**config.mk**
```make
export PLATFORM = sky130hd
export DESIGN_NAME = ssmr_regs
export DESIGN_NICKNAME = d
export VERILOG_FILES = /design/src/ssmr_pkg.sv /design/src/ssmr_regs.sv /design/src/ssmr_tally.sv /design/src/ssmr_alarm.sv
export SDC_FILE = /design/constraint.sdc
export NUM_CORES = 1
export LEC_CHECK = 0
export BUFFER_PORTS_ARGS = -buffer_cell sky130_fd_sc_hd__buf_2
export CAP_MARGIN = 30
export CORE_MARGIN = 2
export CORE_UTILIZATION = 35
export DETAILED_ROUTE_END_ITERATION = 16
export GPL_TIMING_DRIVEN = 0
export PLACE_DENSITY = 0.56
export SYNTH_ARGS = -nofsm -noshare
export SYNTH_HDL_FRONTEND = slang
export SYNTH_SLANG_ARGS = --single-unit
```
**constraint.sdc**
```tcl
create_clock -name clk -period 2 [get_ports clk]
set_input_delay 0.1 -clock clk [delete_from_list [all_inputs] [get_ports clk]]
set_output_delay 0.1 -clock clk [all_outputs]
set_load 0.02 [all_outputs]
```
**src/ssmr_pkg.sv**
```systemverilog
// ssmr_pkg: offsets, field positions, reset values for the status monitor
// assumes an 8-bit register port with byte offsets as printed
package ssmr_pkg;
	localparam logic [7:0] SSMR_ADDR_BC_CTRL   = 8'h49;
	localparam logic [7:0] SSMR_ADDR_INIT      = 8'h51;
	localparam logic [7:0] SSMR_ADDR_HEALTH    = 8'h52;
	localparam logic [7:0] SSMR_ADDR_PINS      = 8'h53;
	localparam logic [7:0] SSMR_ADDR_BIST_CNT  = 8'h54;
	localparam logic [7:0] SSMR_ADDR_CRC_LO    = 8'h55;
	localparam logic [7:0] SSMR_ADDR_CRC_HI    = 8'h56;
	localparam logic [7:0] SSMR_ADDR_ALARMS    = 8'h57;
	localparam logic [7:0] SSMR_ADDR_V0_EXT    = 8'h58;
	localparam int SSMR_BIT_RX_LOCK    = 6;
	localparam int SSMR_BIT_LINK_LOST  = 4;
	localparam int SSMR_BIT_BIST_FAULT = 3;
	localparam int SSMR_BIT_PLL_LOCK   = 2;
	localparam int SSMR_BIT_CRC_FAULT  = 1;
	localparam int SSMR_BIT_LINK_VALID = 0;
	localparam int SSMR_BIT_CRC_CLR    = 3;
	localparam int SSMR_BIT_BIST_CLR   = 5;
	localparam int SSMR_PEAK_LSB       = 4;
	localparam int SSMR_TROUGH_LSB     = 0;
	localparam logic [2:0] SSMR_PEAK_RST   = 3'h0;
	localparam logic [2:0] SSMR_TROUGH_RST = 3'h7;
	localparam logic [7:0] SSMR_ZERO8      = 8'h00;
	localparam logic       SSMR_PLL_RST    = 1'b1;
	localparam logic       SSMR_LINK_RST   = 1'b1;
	localparam logic [7:0] SSMR_BC_WR_MASK = 8'h3F;
endpackage

```
**src/ssmr_regs.sv**
```systemverilog
// ssmr_regs: link health and sensor alarm status register group
// assumes status inputs are synchronous levels or one-cycle event strobes
`timescale 1ns/1ps
module ssmr_regs
	import ssmr_pkg::*;
(
	input  wire logic       clk,            // core clock, 200 MHz
	input  wire logic       rst_b,          // async reset, active low
	input  wire logic [7:0] addr,           // register offset
	input  wire logic [7:0] wdata,          // write data
	input  wire logic       wr,             // write strobe
	input  wire logic       rd,             // read strobe
	output logic      [7:0] rdata,          // read data, cycle after rd
	input  wire logic       rx_locked,      // remote deserializer lock
	input  wire logic       forward_pll_locked, // forward pll lock level
	input  wire logic       backchannel_link_valid, // link detect level
	input  wire logic       link_lost,      // link-detect lost condition
	input  wire logic       bc_error,       // back-channel error pulse
	input  wire logic       selftest_error, // self-test crc error pulse
	input  wire logic [3:0] pin_raw,        // general-purpose pin levels
	input  wire logic [3:0] pin_is_input,   // pin configured as input
	input  wire logic       init_cksum_ok,  // config checksum passed
	input  wire logic       init_done,      // power-up init complete
	input  wire logic       temp_over,      // temperature above limit
	input  wire logic       temp_under,     // temperature below limit
	input  wire logic       pin1_over,      // pin 1 voltage above limit
	input  wire logic       pin1_under,     // pin 1 voltage below limit
	input  wire logic       pin0_over,      // pin 0 voltage above limit
	input  wire logic       pin0_under,     // pin 0 voltage below limit
	input  wire logic [2:0] pin0_reading,   // 3-bit pin 0 sensor code
	output logic      [7:0] health,         // mirror of health register
	output logic            crc_fault_clear,     // pulse: crc clear
	output logic            selftest_tally_clear // pulse: tally clear
);
	function automatic logic hit(input logic [7:0] a, input logic [7:0] o);
		return a == o;
	endfunction

	logic        rx_lock_q;
	logic        pll_q;
	logic        link_q;
	logic        lost_prev;
	logic        link_lost_flag;
	logic        selftest_crc_fault;
	logic        crc_fault;
	logic [3:0]  pin_levels;
	logic [7:0]  selftest_fault_tally;
	logic [15:0] crc_tally;
	logic [5:0]  alarm_q;
	logic [2:0]  pin0_peak_reading;
	logic [2:0]  pin0_trough_reading;
	logic [7:0]  bc_ctrl;
	logic [7:0]  next_rdata;
	logic        rd_alarms;
	logic        rd_v0;
	logic        pll_fell;
	logic        crc_clr_req;
	logic        bist_clr_req;

	assign rd_alarms    = rd && hit(addr, SSMR_ADDR_ALARMS);
	assign rd_v0        = rd && hit(addr, SSMR_ADDR_V0_EXT);
	assign pll_fell     = pll_q && !forward_pll_locked;
	assign crc_clr_req  = wr && hit(addr, SSMR_ADDR_BC_CTRL)
		&& wdata[SSMR_BIT_CRC_CLR];
	assign bist_clr_req = wr && hit(addr, SSMR_ADDR_BC_CTRL)
		&& wdata[SSMR_BIT_BIST_CLR];

	// control register; the clear bits fall back to zero next cycle
	always_ff @(posedge clk or negedge rst_b) begin
		if (!rst_b) begin
			bc_ctrl <= SSMR_ZERO8;
		end else if (wr && hit(addr, SSMR_ADDR_BC_CTRL)) begin
			bc_ctrl <= wdata & SSMR_BC_WR_MASK;
		end else begin
			bc_ctrl[SSMR_BIT_CRC_CLR]  <= 1'b0;
			bc_ctrl[SSMR_BIT_BIST_CLR] <= 1'b0;
		end
	end

	always_ff @(posedge clk or negedge rst_b) begin
		if (!rst_b) begin
			crc_fault_clear      <= 1'b0;
			selftest_tally_clear <= 1'b0;
		end else begin
			crc_fault_clear      <= crc_clr_req;
			selftest_tally_clear <= bist_clr_req;
		end
	end

	// live status levels
	always_ff @(posedge clk or negedge rst_b) begin
		if (!rst_b) begin
			rx_lock_q <= 1'b0;
			pll_q     <= SSMR_PLL_RST;
			link_q    <= SSMR_LINK_RST;
			lost_prev <= 1'b0;
		end else begin
			rx_lock_q <= rx_locked;
			pll_q     <= forward_pll_locked;
			link_q    <= backchannel_link_valid;
			lost_prev <= link_lost;
		end
	end

	// set wins over clear so a change in the clearing cycle is kept
	always_ff @(posedge clk or negedge rst_b) begin
		if (!rst_b) begin
			link_lost_flag <= 1'b0;
		end else if (link_lost != lost_prev) begin
			link_lost_flag <= 1'b1;
		end else if (crc_clr_req || pll_fell) begin
			link_lost_flag <= 1'b0;
		end
	end

	always_ff @(posedge clk or negedge rst_b) begin
		if (!rst_b) begin
			crc_fault <= 1'b0;
		end else if (bc_error && backchannel_link_valid) begin
			crc_fault <= 1'b1;
		end else if (crc_clr_req) begin
			crc_fault <= 1'b0;
		end
	end

	// no clear control is given for the fault bit besides tally clear
	always_ff @(posedge clk or negedge rst_b) begin
		if (!rst_b) begin
			selftest_crc_fault <= 1'b0;
		end else if (selftest_error) begin
			selftest_crc_fault <= 1'b1;
		end else if (bist_clr_req) begin
			selftest_crc_fault <= 1'b0;
		end
	end

	genvar g;
	generate
		for (g = 0; g < 4; g++) begin : g_pin
			always_ff @(posedge clk or negedge rst_b) begin
				if (!rst_b) begin
					pin_levels[g] <= 1'b0;
				end else if (pin_is_input[g]) begin
					pin_levels[g] <= pin_raw[g];
				end
			end
		end
	endgenerate

	ssmr_tally #(.W(8)) u_bist_tally (
		.clk   (clk),
		.rst_b (rst_b),
		.clr   (bist_clr_req),
		.inc   (selftest_error),
		.count (selftest_fault_tally)
	);

	// crc tally counts back-channel errors only while the link is valid, cleared with crc state
	ssmr_tally #(.W(16)) u_crc_tally (
		.clk   (clk),
		.rst_b (rst_b),
		.clr   (crc_clr_req),
		.inc   (bc_error && backchannel_link_valid),
		.count (crc_tally)
	);

	logic [5:0] alarm_cond;
	assign alarm_cond = {temp_over, temp_under, pin1_over, pin1_under,
		pin0_over, pin0_under};
	generate
		for (g = 0; g < 6; g++) begin : g_alarm
			ssmr_alarm u_alarm (
				.clk    (clk),
				.rst_b  (rst_b),
				.cond   (alarm_cond[g]),
				.rd_clr (rd_alarms),
				.flag   (alarm_q[g])
			);
		end
	endgenerate

	// track the extreme reading seen while the alarm stands
	always_ff @(posedge clk or negedge rst_b) begin
		if (!rst_b) begin
			pin0_peak_reading <= SSMR_PEAK_RST;
		end else if (pin0_over) begin
			if (pin0_reading > pin0_peak_reading) begin
				pin0_peak_reading <= pin0_reading;
			end
		end else if (rd_v0) begin
			pin0_peak_reading <= SSMR_PEAK_RST;
		end
	end

	always_ff @(posedge clk or negedge rst_b) begin
		if (!rst_b) begin
			pin0_trough_reading <= SSMR_TROUGH_RST;
		end else if (pin0_under) begin
			if (pin0_reading < pin0_trough_reading) begin
				pin0_trough_reading <= pin0_reading;
			end
		end else if (rd_v0) begin
			pin0_trough_reading <= SSMR_TROUGH_RST;
		end
	end

	logic [7:0] health_val;
	always_comb begin
		health_val = SSMR_ZERO8;
		health_val[SSMR_BIT_RX_LOCK]    = rx_lock_q;
		health_val[SSMR_BIT_LINK_LOST]  = link_lost_flag;
		health_val[SSMR_BIT_BIST_FAULT] = selftest_crc_fault;
		health_val[SSMR_BIT_PLL_LOCK]   = pll_q;
		health_val[SSMR_BIT_CRC_FAULT]  = crc_fault;
		health_val[SSMR_BIT_LINK_VALID] = link_q;
	end

	always_ff @(posedge clk or negedge rst_b) begin
		if (!rst_b) begin
			health <= {5'h00, SSMR_PLL_RST, 1'b0, SSMR_LINK_RST};
		end else begin
			health <= health_val;
		end
	end

	// unmapped offsets read as zero
	always_comb begin
		case (addr)
			SSMR_ADDR_BC_CTRL:  next_rdata = bc_ctrl;
			SSMR_ADDR_INIT:     next_rdata = {init_cksum_ok, init_done, 6'h00};
			SSMR_ADDR_HEALTH:   next_rdata = health_val;
			SSMR_ADDR_PINS:     next_rdata = {4'h0, pin_levels};
			SSMR_ADDR_BIST_CNT: next_rdata = selftest_fault_tally;
			SSMR_ADDR_CRC_LO:   next_rdata = crc_tally[7:0];
			SSMR_ADDR_CRC_HI:   next_rdata = crc_tally[15:8];
			SSMR_ADDR_ALARMS:   next_rdata = {2'h0, alarm_q};
			SSMR_ADDR_V0_EXT:   next_rdata = {1'b0, pin0_peak_reading, 1'b0,
				pin0_trough_reading};
			default:            next_rdata = SSMR_ZERO8;
		endcase
	end

	always_ff @(posedge clk or negedge rst_b) begin
		if (!rst_b) begin
			rdata <= SSMR_ZERO8;
		end else if (rd) begin
			rdata <= next_rdata;
		end else begin
			rdata <= SSMR_ZERO8;
		end
	end
endmodule

```
**src/ssmr_tally.sv**
```systemverilog
// ssmr_tally: saturating event counter with synchronous clear
// assumes clear and count are single-cycle qualified strobes
`timescale 1ns/1ps
module ssmr_tally #(
	parameter int W = 8
) (
	input  wire logic         clk,   // core clock
	input  wire logic         rst_b, // async reset, active low
	input  wire logic         clr,   // clear to zero
	input  wire logic         inc,   // count one event
	output logic [W-1:0]      count  // current tally
);
	always_ff @(posedge clk or negedge rst_b) begin
		if (!rst_b) begin
			count <= '0;
		end else if (clr) begin
			count <= '0;
		end else if (inc && (count != {W{1'b1}})) begin
			// saturate: a wrapped count would hide a storm of errors
			count <= count + 1'b1;
		end
	end
endmodule

```
**src/ssmr_alarm.sv**
```systemverilog
// ssmr_alarm: one sticky clear-on-read alarm bit
// assumes rd_clr is a one-cycle strobe from the register read decode
`timescale 1ns/1ps
module ssmr_alarm (
	input  wire logic clk,    // core clock
	input  wire logic rst_b,  // async reset, active low
	input  wire logic cond,   // alarm condition level
	input  wire logic rd_clr, // register read clears
	output logic      flag    // sticky alarm
);
	always_ff @(posedge clk or negedge rst_b) begin
		if (!rst_b) begin
			flag <= 1'b0;
		end else if (cond) begin
			// a condition in the read cycle survives the clear
			flag <= 1'b1;
		end else if (rd_clr) begin
			flag <= 1'b0;
		end
	end
endmodule

```
==> impl_metrics.toml <==
[sta]
fin_crit_sh = 0.8960
finalSetupTns_ns = 0
hold_viol_final = 0
tightestPinTransition_ns = 0.8332
clock_skew_ns = 0.01122
report.final.slew_viol_count = 0
fmax_mhz = 558.0
fin_ws_ns = 0.2080
fin_crit_ns = 1.792
relSlewSlack = 0.4445
setup_viol = 0
rsz0062_at_grt = "no"

[yosys]
netlist_instances = 341
synthFlopType = "dfrtp_1"
synth-seq-cells = 67
avgSynthCellArea_um2 = 10.39
synth.top_cell.area_share = 0.4237
synth-edff-count = 0
ys_seq_area_frac = 0.4756
yosys_warnings = 0
synth-async-reset-ratio = 1.000
synth.distinct_cells = 60
synth_area_leaders = "dfrtp_1, dfstp_2, mux2i_1"
synth_top_area_cell = "dfrtp_1"
synth.cell_area_um2 = 3543

[route]
final_antenna_net_count = 0
drt_iter0_markers = 188
avgRoutedWirePerCell_um = 16.22
drt-vias-per-instance = 5.237
drc = 0
drt_wl_total_um = 9229
dr.pass1.iters = 4
num_vias = 2980

[finish]
regArea_um2 = 1685
layout.cells.non_filler = 569
drive_gt1_frac = 0.2454
final_cell_mix = "dfrtp_1, buf_2, nand2_1, dlygate4sd3_1, o21ai_0"
final_common_cell = "dfrtp_1"
multi_input_area_um2 = 1733
fill_cells = 978
layout.nets = 483
n_antenna_cell = 0
syn_to_final_growth_pct = 25.11

[clock_network]
clock_sinks = 67
cts_buffer_depth = 2
clkLatencyLatePin_ns = 0.35
root_buffer = "clkbuf_8"
cts_setup_buffers = 0
numCtsBuffers = 9
clk_pin_slew_ns = 0.07
tritoncts = "done"
htree_levels = 3

[placement]
gp_congestion = 0.8584
dp_hpwl_um = 6821
port_buffers = 55
place_ws_ns = 0.02957
placed_cells = 530

[global_routing]
grt_first_pass_wirelength_um = 15370
track_usage = 0.1792
grt_max_degree = 68
grt_antenna_before_repair = 0
grt_pass1_vias = 3085
overflow = 0

[run]
maxCapViolations = 0

[die]
core-area_um2 = 9819
start_util = 0.3609
row_count = 36
die_y_um = 104.6
fp.dieW_um = 104.6
io_pins = 63
die-area_um2 = 10950

[critical_path]
critPathArrivalTime_ns = 2.02
r2r-start = "u_crc_tally.count[0]$_DFFE_PN0P_"
endpoint_kind = "flip-flop"
reg2regPathDepth = 5
cp_max_fo = 10
worstSetupPathType = "flip-flop to flip-flop"
ff2ff_setup_slack_ns = 0.21
crit_start = "u_crc_tally.count[0]$_DFFE_PN0P_"
setup.worst_path.start_class = "flip-flop"
crit_path_end = "u_crc_tally.count[7]$_DFFE_PN0P_"
required_ns = 2.23
rr_endpoint = "u_crc_tally.count[7]$_DFFE_PN0P_"

[pwr]
power_density_nw_per_um2 = 818.3
total_power_w = 0.003628
ir_worst_vdd_v = 0.0003759
leakage_nw = 1.949

[min_path]
min_path_type = "input pin to flip-flop"

[status]
status = "complete, no violations"
==> area by class of cell <==
type | count | share of cell area
clock inverters | 2 | 0.007903
clock buffers | 14 | 0.03669
multi-input cells | 245 | 0.3909
inverters | 16 | 0.01355
well taps | 133 | 0.03754
repair buffers | 78 | 0.1146
flip-flops and latches | 67 | 0.3802
plain buffers | 14 | 0.01863
==> critical path, stage by stage (launching register included) <==
cell      delay [ns]
dfrtp_1         0.43
ha_1            0.24
nand3_1         0.18
nor4_4          0.55
o311ai_0        0.18
o41ai_1         0.10
==> kinds of logic (layout without fill, tap and decap cells) <==
logic type | count (synthesis) | in the layout | synth area share
XOR/XNOR | 4 | 4 | 0.009889
adder cells (fa/ha/maj) | 7 | 7 | 0.02472
buffers and inverters | 30 | 124 | 0.04025
other | 1 | 2 | 0.001058
flip-flops | 67 | 67 | 0.4756
AO/OA/AOI/OAI | 82 | 82 | 0.1490
AND/OR/NAND/NOR | 124 | 124 | 0.2143
multiplexers | 26 | 26 | 0.08510
==> stage by stage <==
stage | utilization | hold slack, ns | area, um2
2_1_floorplan | - | -0.1956 | 3547
3_3_place_gp | 0.4062 | 0.2085 | 3989
3_5_place_dp | 0.4065 | 0.2125 | 3991
4_1_cts | 0.4509 | 0.006783 | 4428
5_1_grt | 0.4515 | 0.02246 | 4433
6_report | 0.4515 | 0.01069 | 4433
==> sequential cells by signal (all words and copies together) (netlist names) <==
signal and flops:
pll_q 1, bc_ctrl 6, u_crc_tally.count 16, pin0_peak_reading 3, g_alarm.u_alarm.flag 6, selftest_crc_fault 1
link_q 1, pin0_trough_reading 3, lost_prev 1, rx_lock_q 1, rdata 8, health 6
u_bist_tally.count 8, pin_levels 4, crc_fault 1, link_lost_flag 1
==> worst min-delay path by stage <==
stage | from | end | slack, ns | cells after the start
CTS | pin0_reading[1] | pin0_trough_reading[1]$_DFFE_PN1P_ | 0.007 | 3
global placement | rx_locked | rx_lock_q$_DFF_PN0_ | 0.21 | 1
detailed placement | rx_locked | rx_lock_q$_DFF_PN0_ | 0.21 | 1
global route | pin0_reading[2] | pin0_trough_reading[2]$_DFFE_PN1P_ | 0.02 | 3
floorplan | rst_b | bc_ctrl[0]$_DFFE_PN0N_ | -0.20 | 0
finish | pin0_reading[2] | pin0_trough_reading[2]$_DFFE_PN1P_ | 0.01 | 3
==> where the power goes <==
group / switching (W) / leakage [nW] / total [W] / internal, W
combinational: 0.000349 / 1.04 / 0.000713 / 0.000364
sequential: 0.000215 / 0.812 / 0.00178 / 0.00156
clock: 0.000492 / 0.101 / 0.00114 / 0.000644
total: 0.00106 / 1.95 / 0.00363 / 0.00257
==> metal layers <==
metal / wire (um) / up-vias / part of all wire / GRT usage
li1: - / 1463 / - / -
met1: 4361 / 1429 / 0.47 / 0.2358
met2: 4271 / 68 / 0.46 / 0.2815
met5: 0 / - / 0 / 0
met4: 243 / 0 / 0.026 / 0.09048
met3: 353 / 20 / 0.038 / 0.03493
==> cell usage after synthesis (all sizes together), types with 3 or more instances <==
| library cell | number |
|---|---|
| a31oi | 9 |
| mux2i | 14 |
| mux2 | 10 |
| nand2 | 23 |
| or4b | 3 |
| dfrtp | 60 |
| a21o | 8 |
| nor3 | 8 |
| and3 | 10 |
| dfstp | 7 |
| o31ai | 7 |
| nor3b | 4 |
| inv | 16 |
| a21oi | 17 |
| or4 | 6 |
| nor2 | 13 |
| nor2b | 4 |
| nand3 | 12 |
| clkbuf | 3 |
| and2 | 8 |
| ha | 7 |
| o211ai | 3 |
| o21ai | 20 |
| nand4 | 10 |
| a22oi | 5 |
| buf | 11 |
| nand3b | 4 |
| or3 | 7 |
==> timing repair <==
item / 4_1_cts / 5_1_grt
endpoints found under the hold margin: 79 / 0
hold buffers: 23 / 0
pin swaps: 0 / 0
setup endpoints to repair: 2 / 4
resized for setup: 1 / 1
gates cloned: 0 / 0
Note: power is estimated with default switching activity, not from simulation.
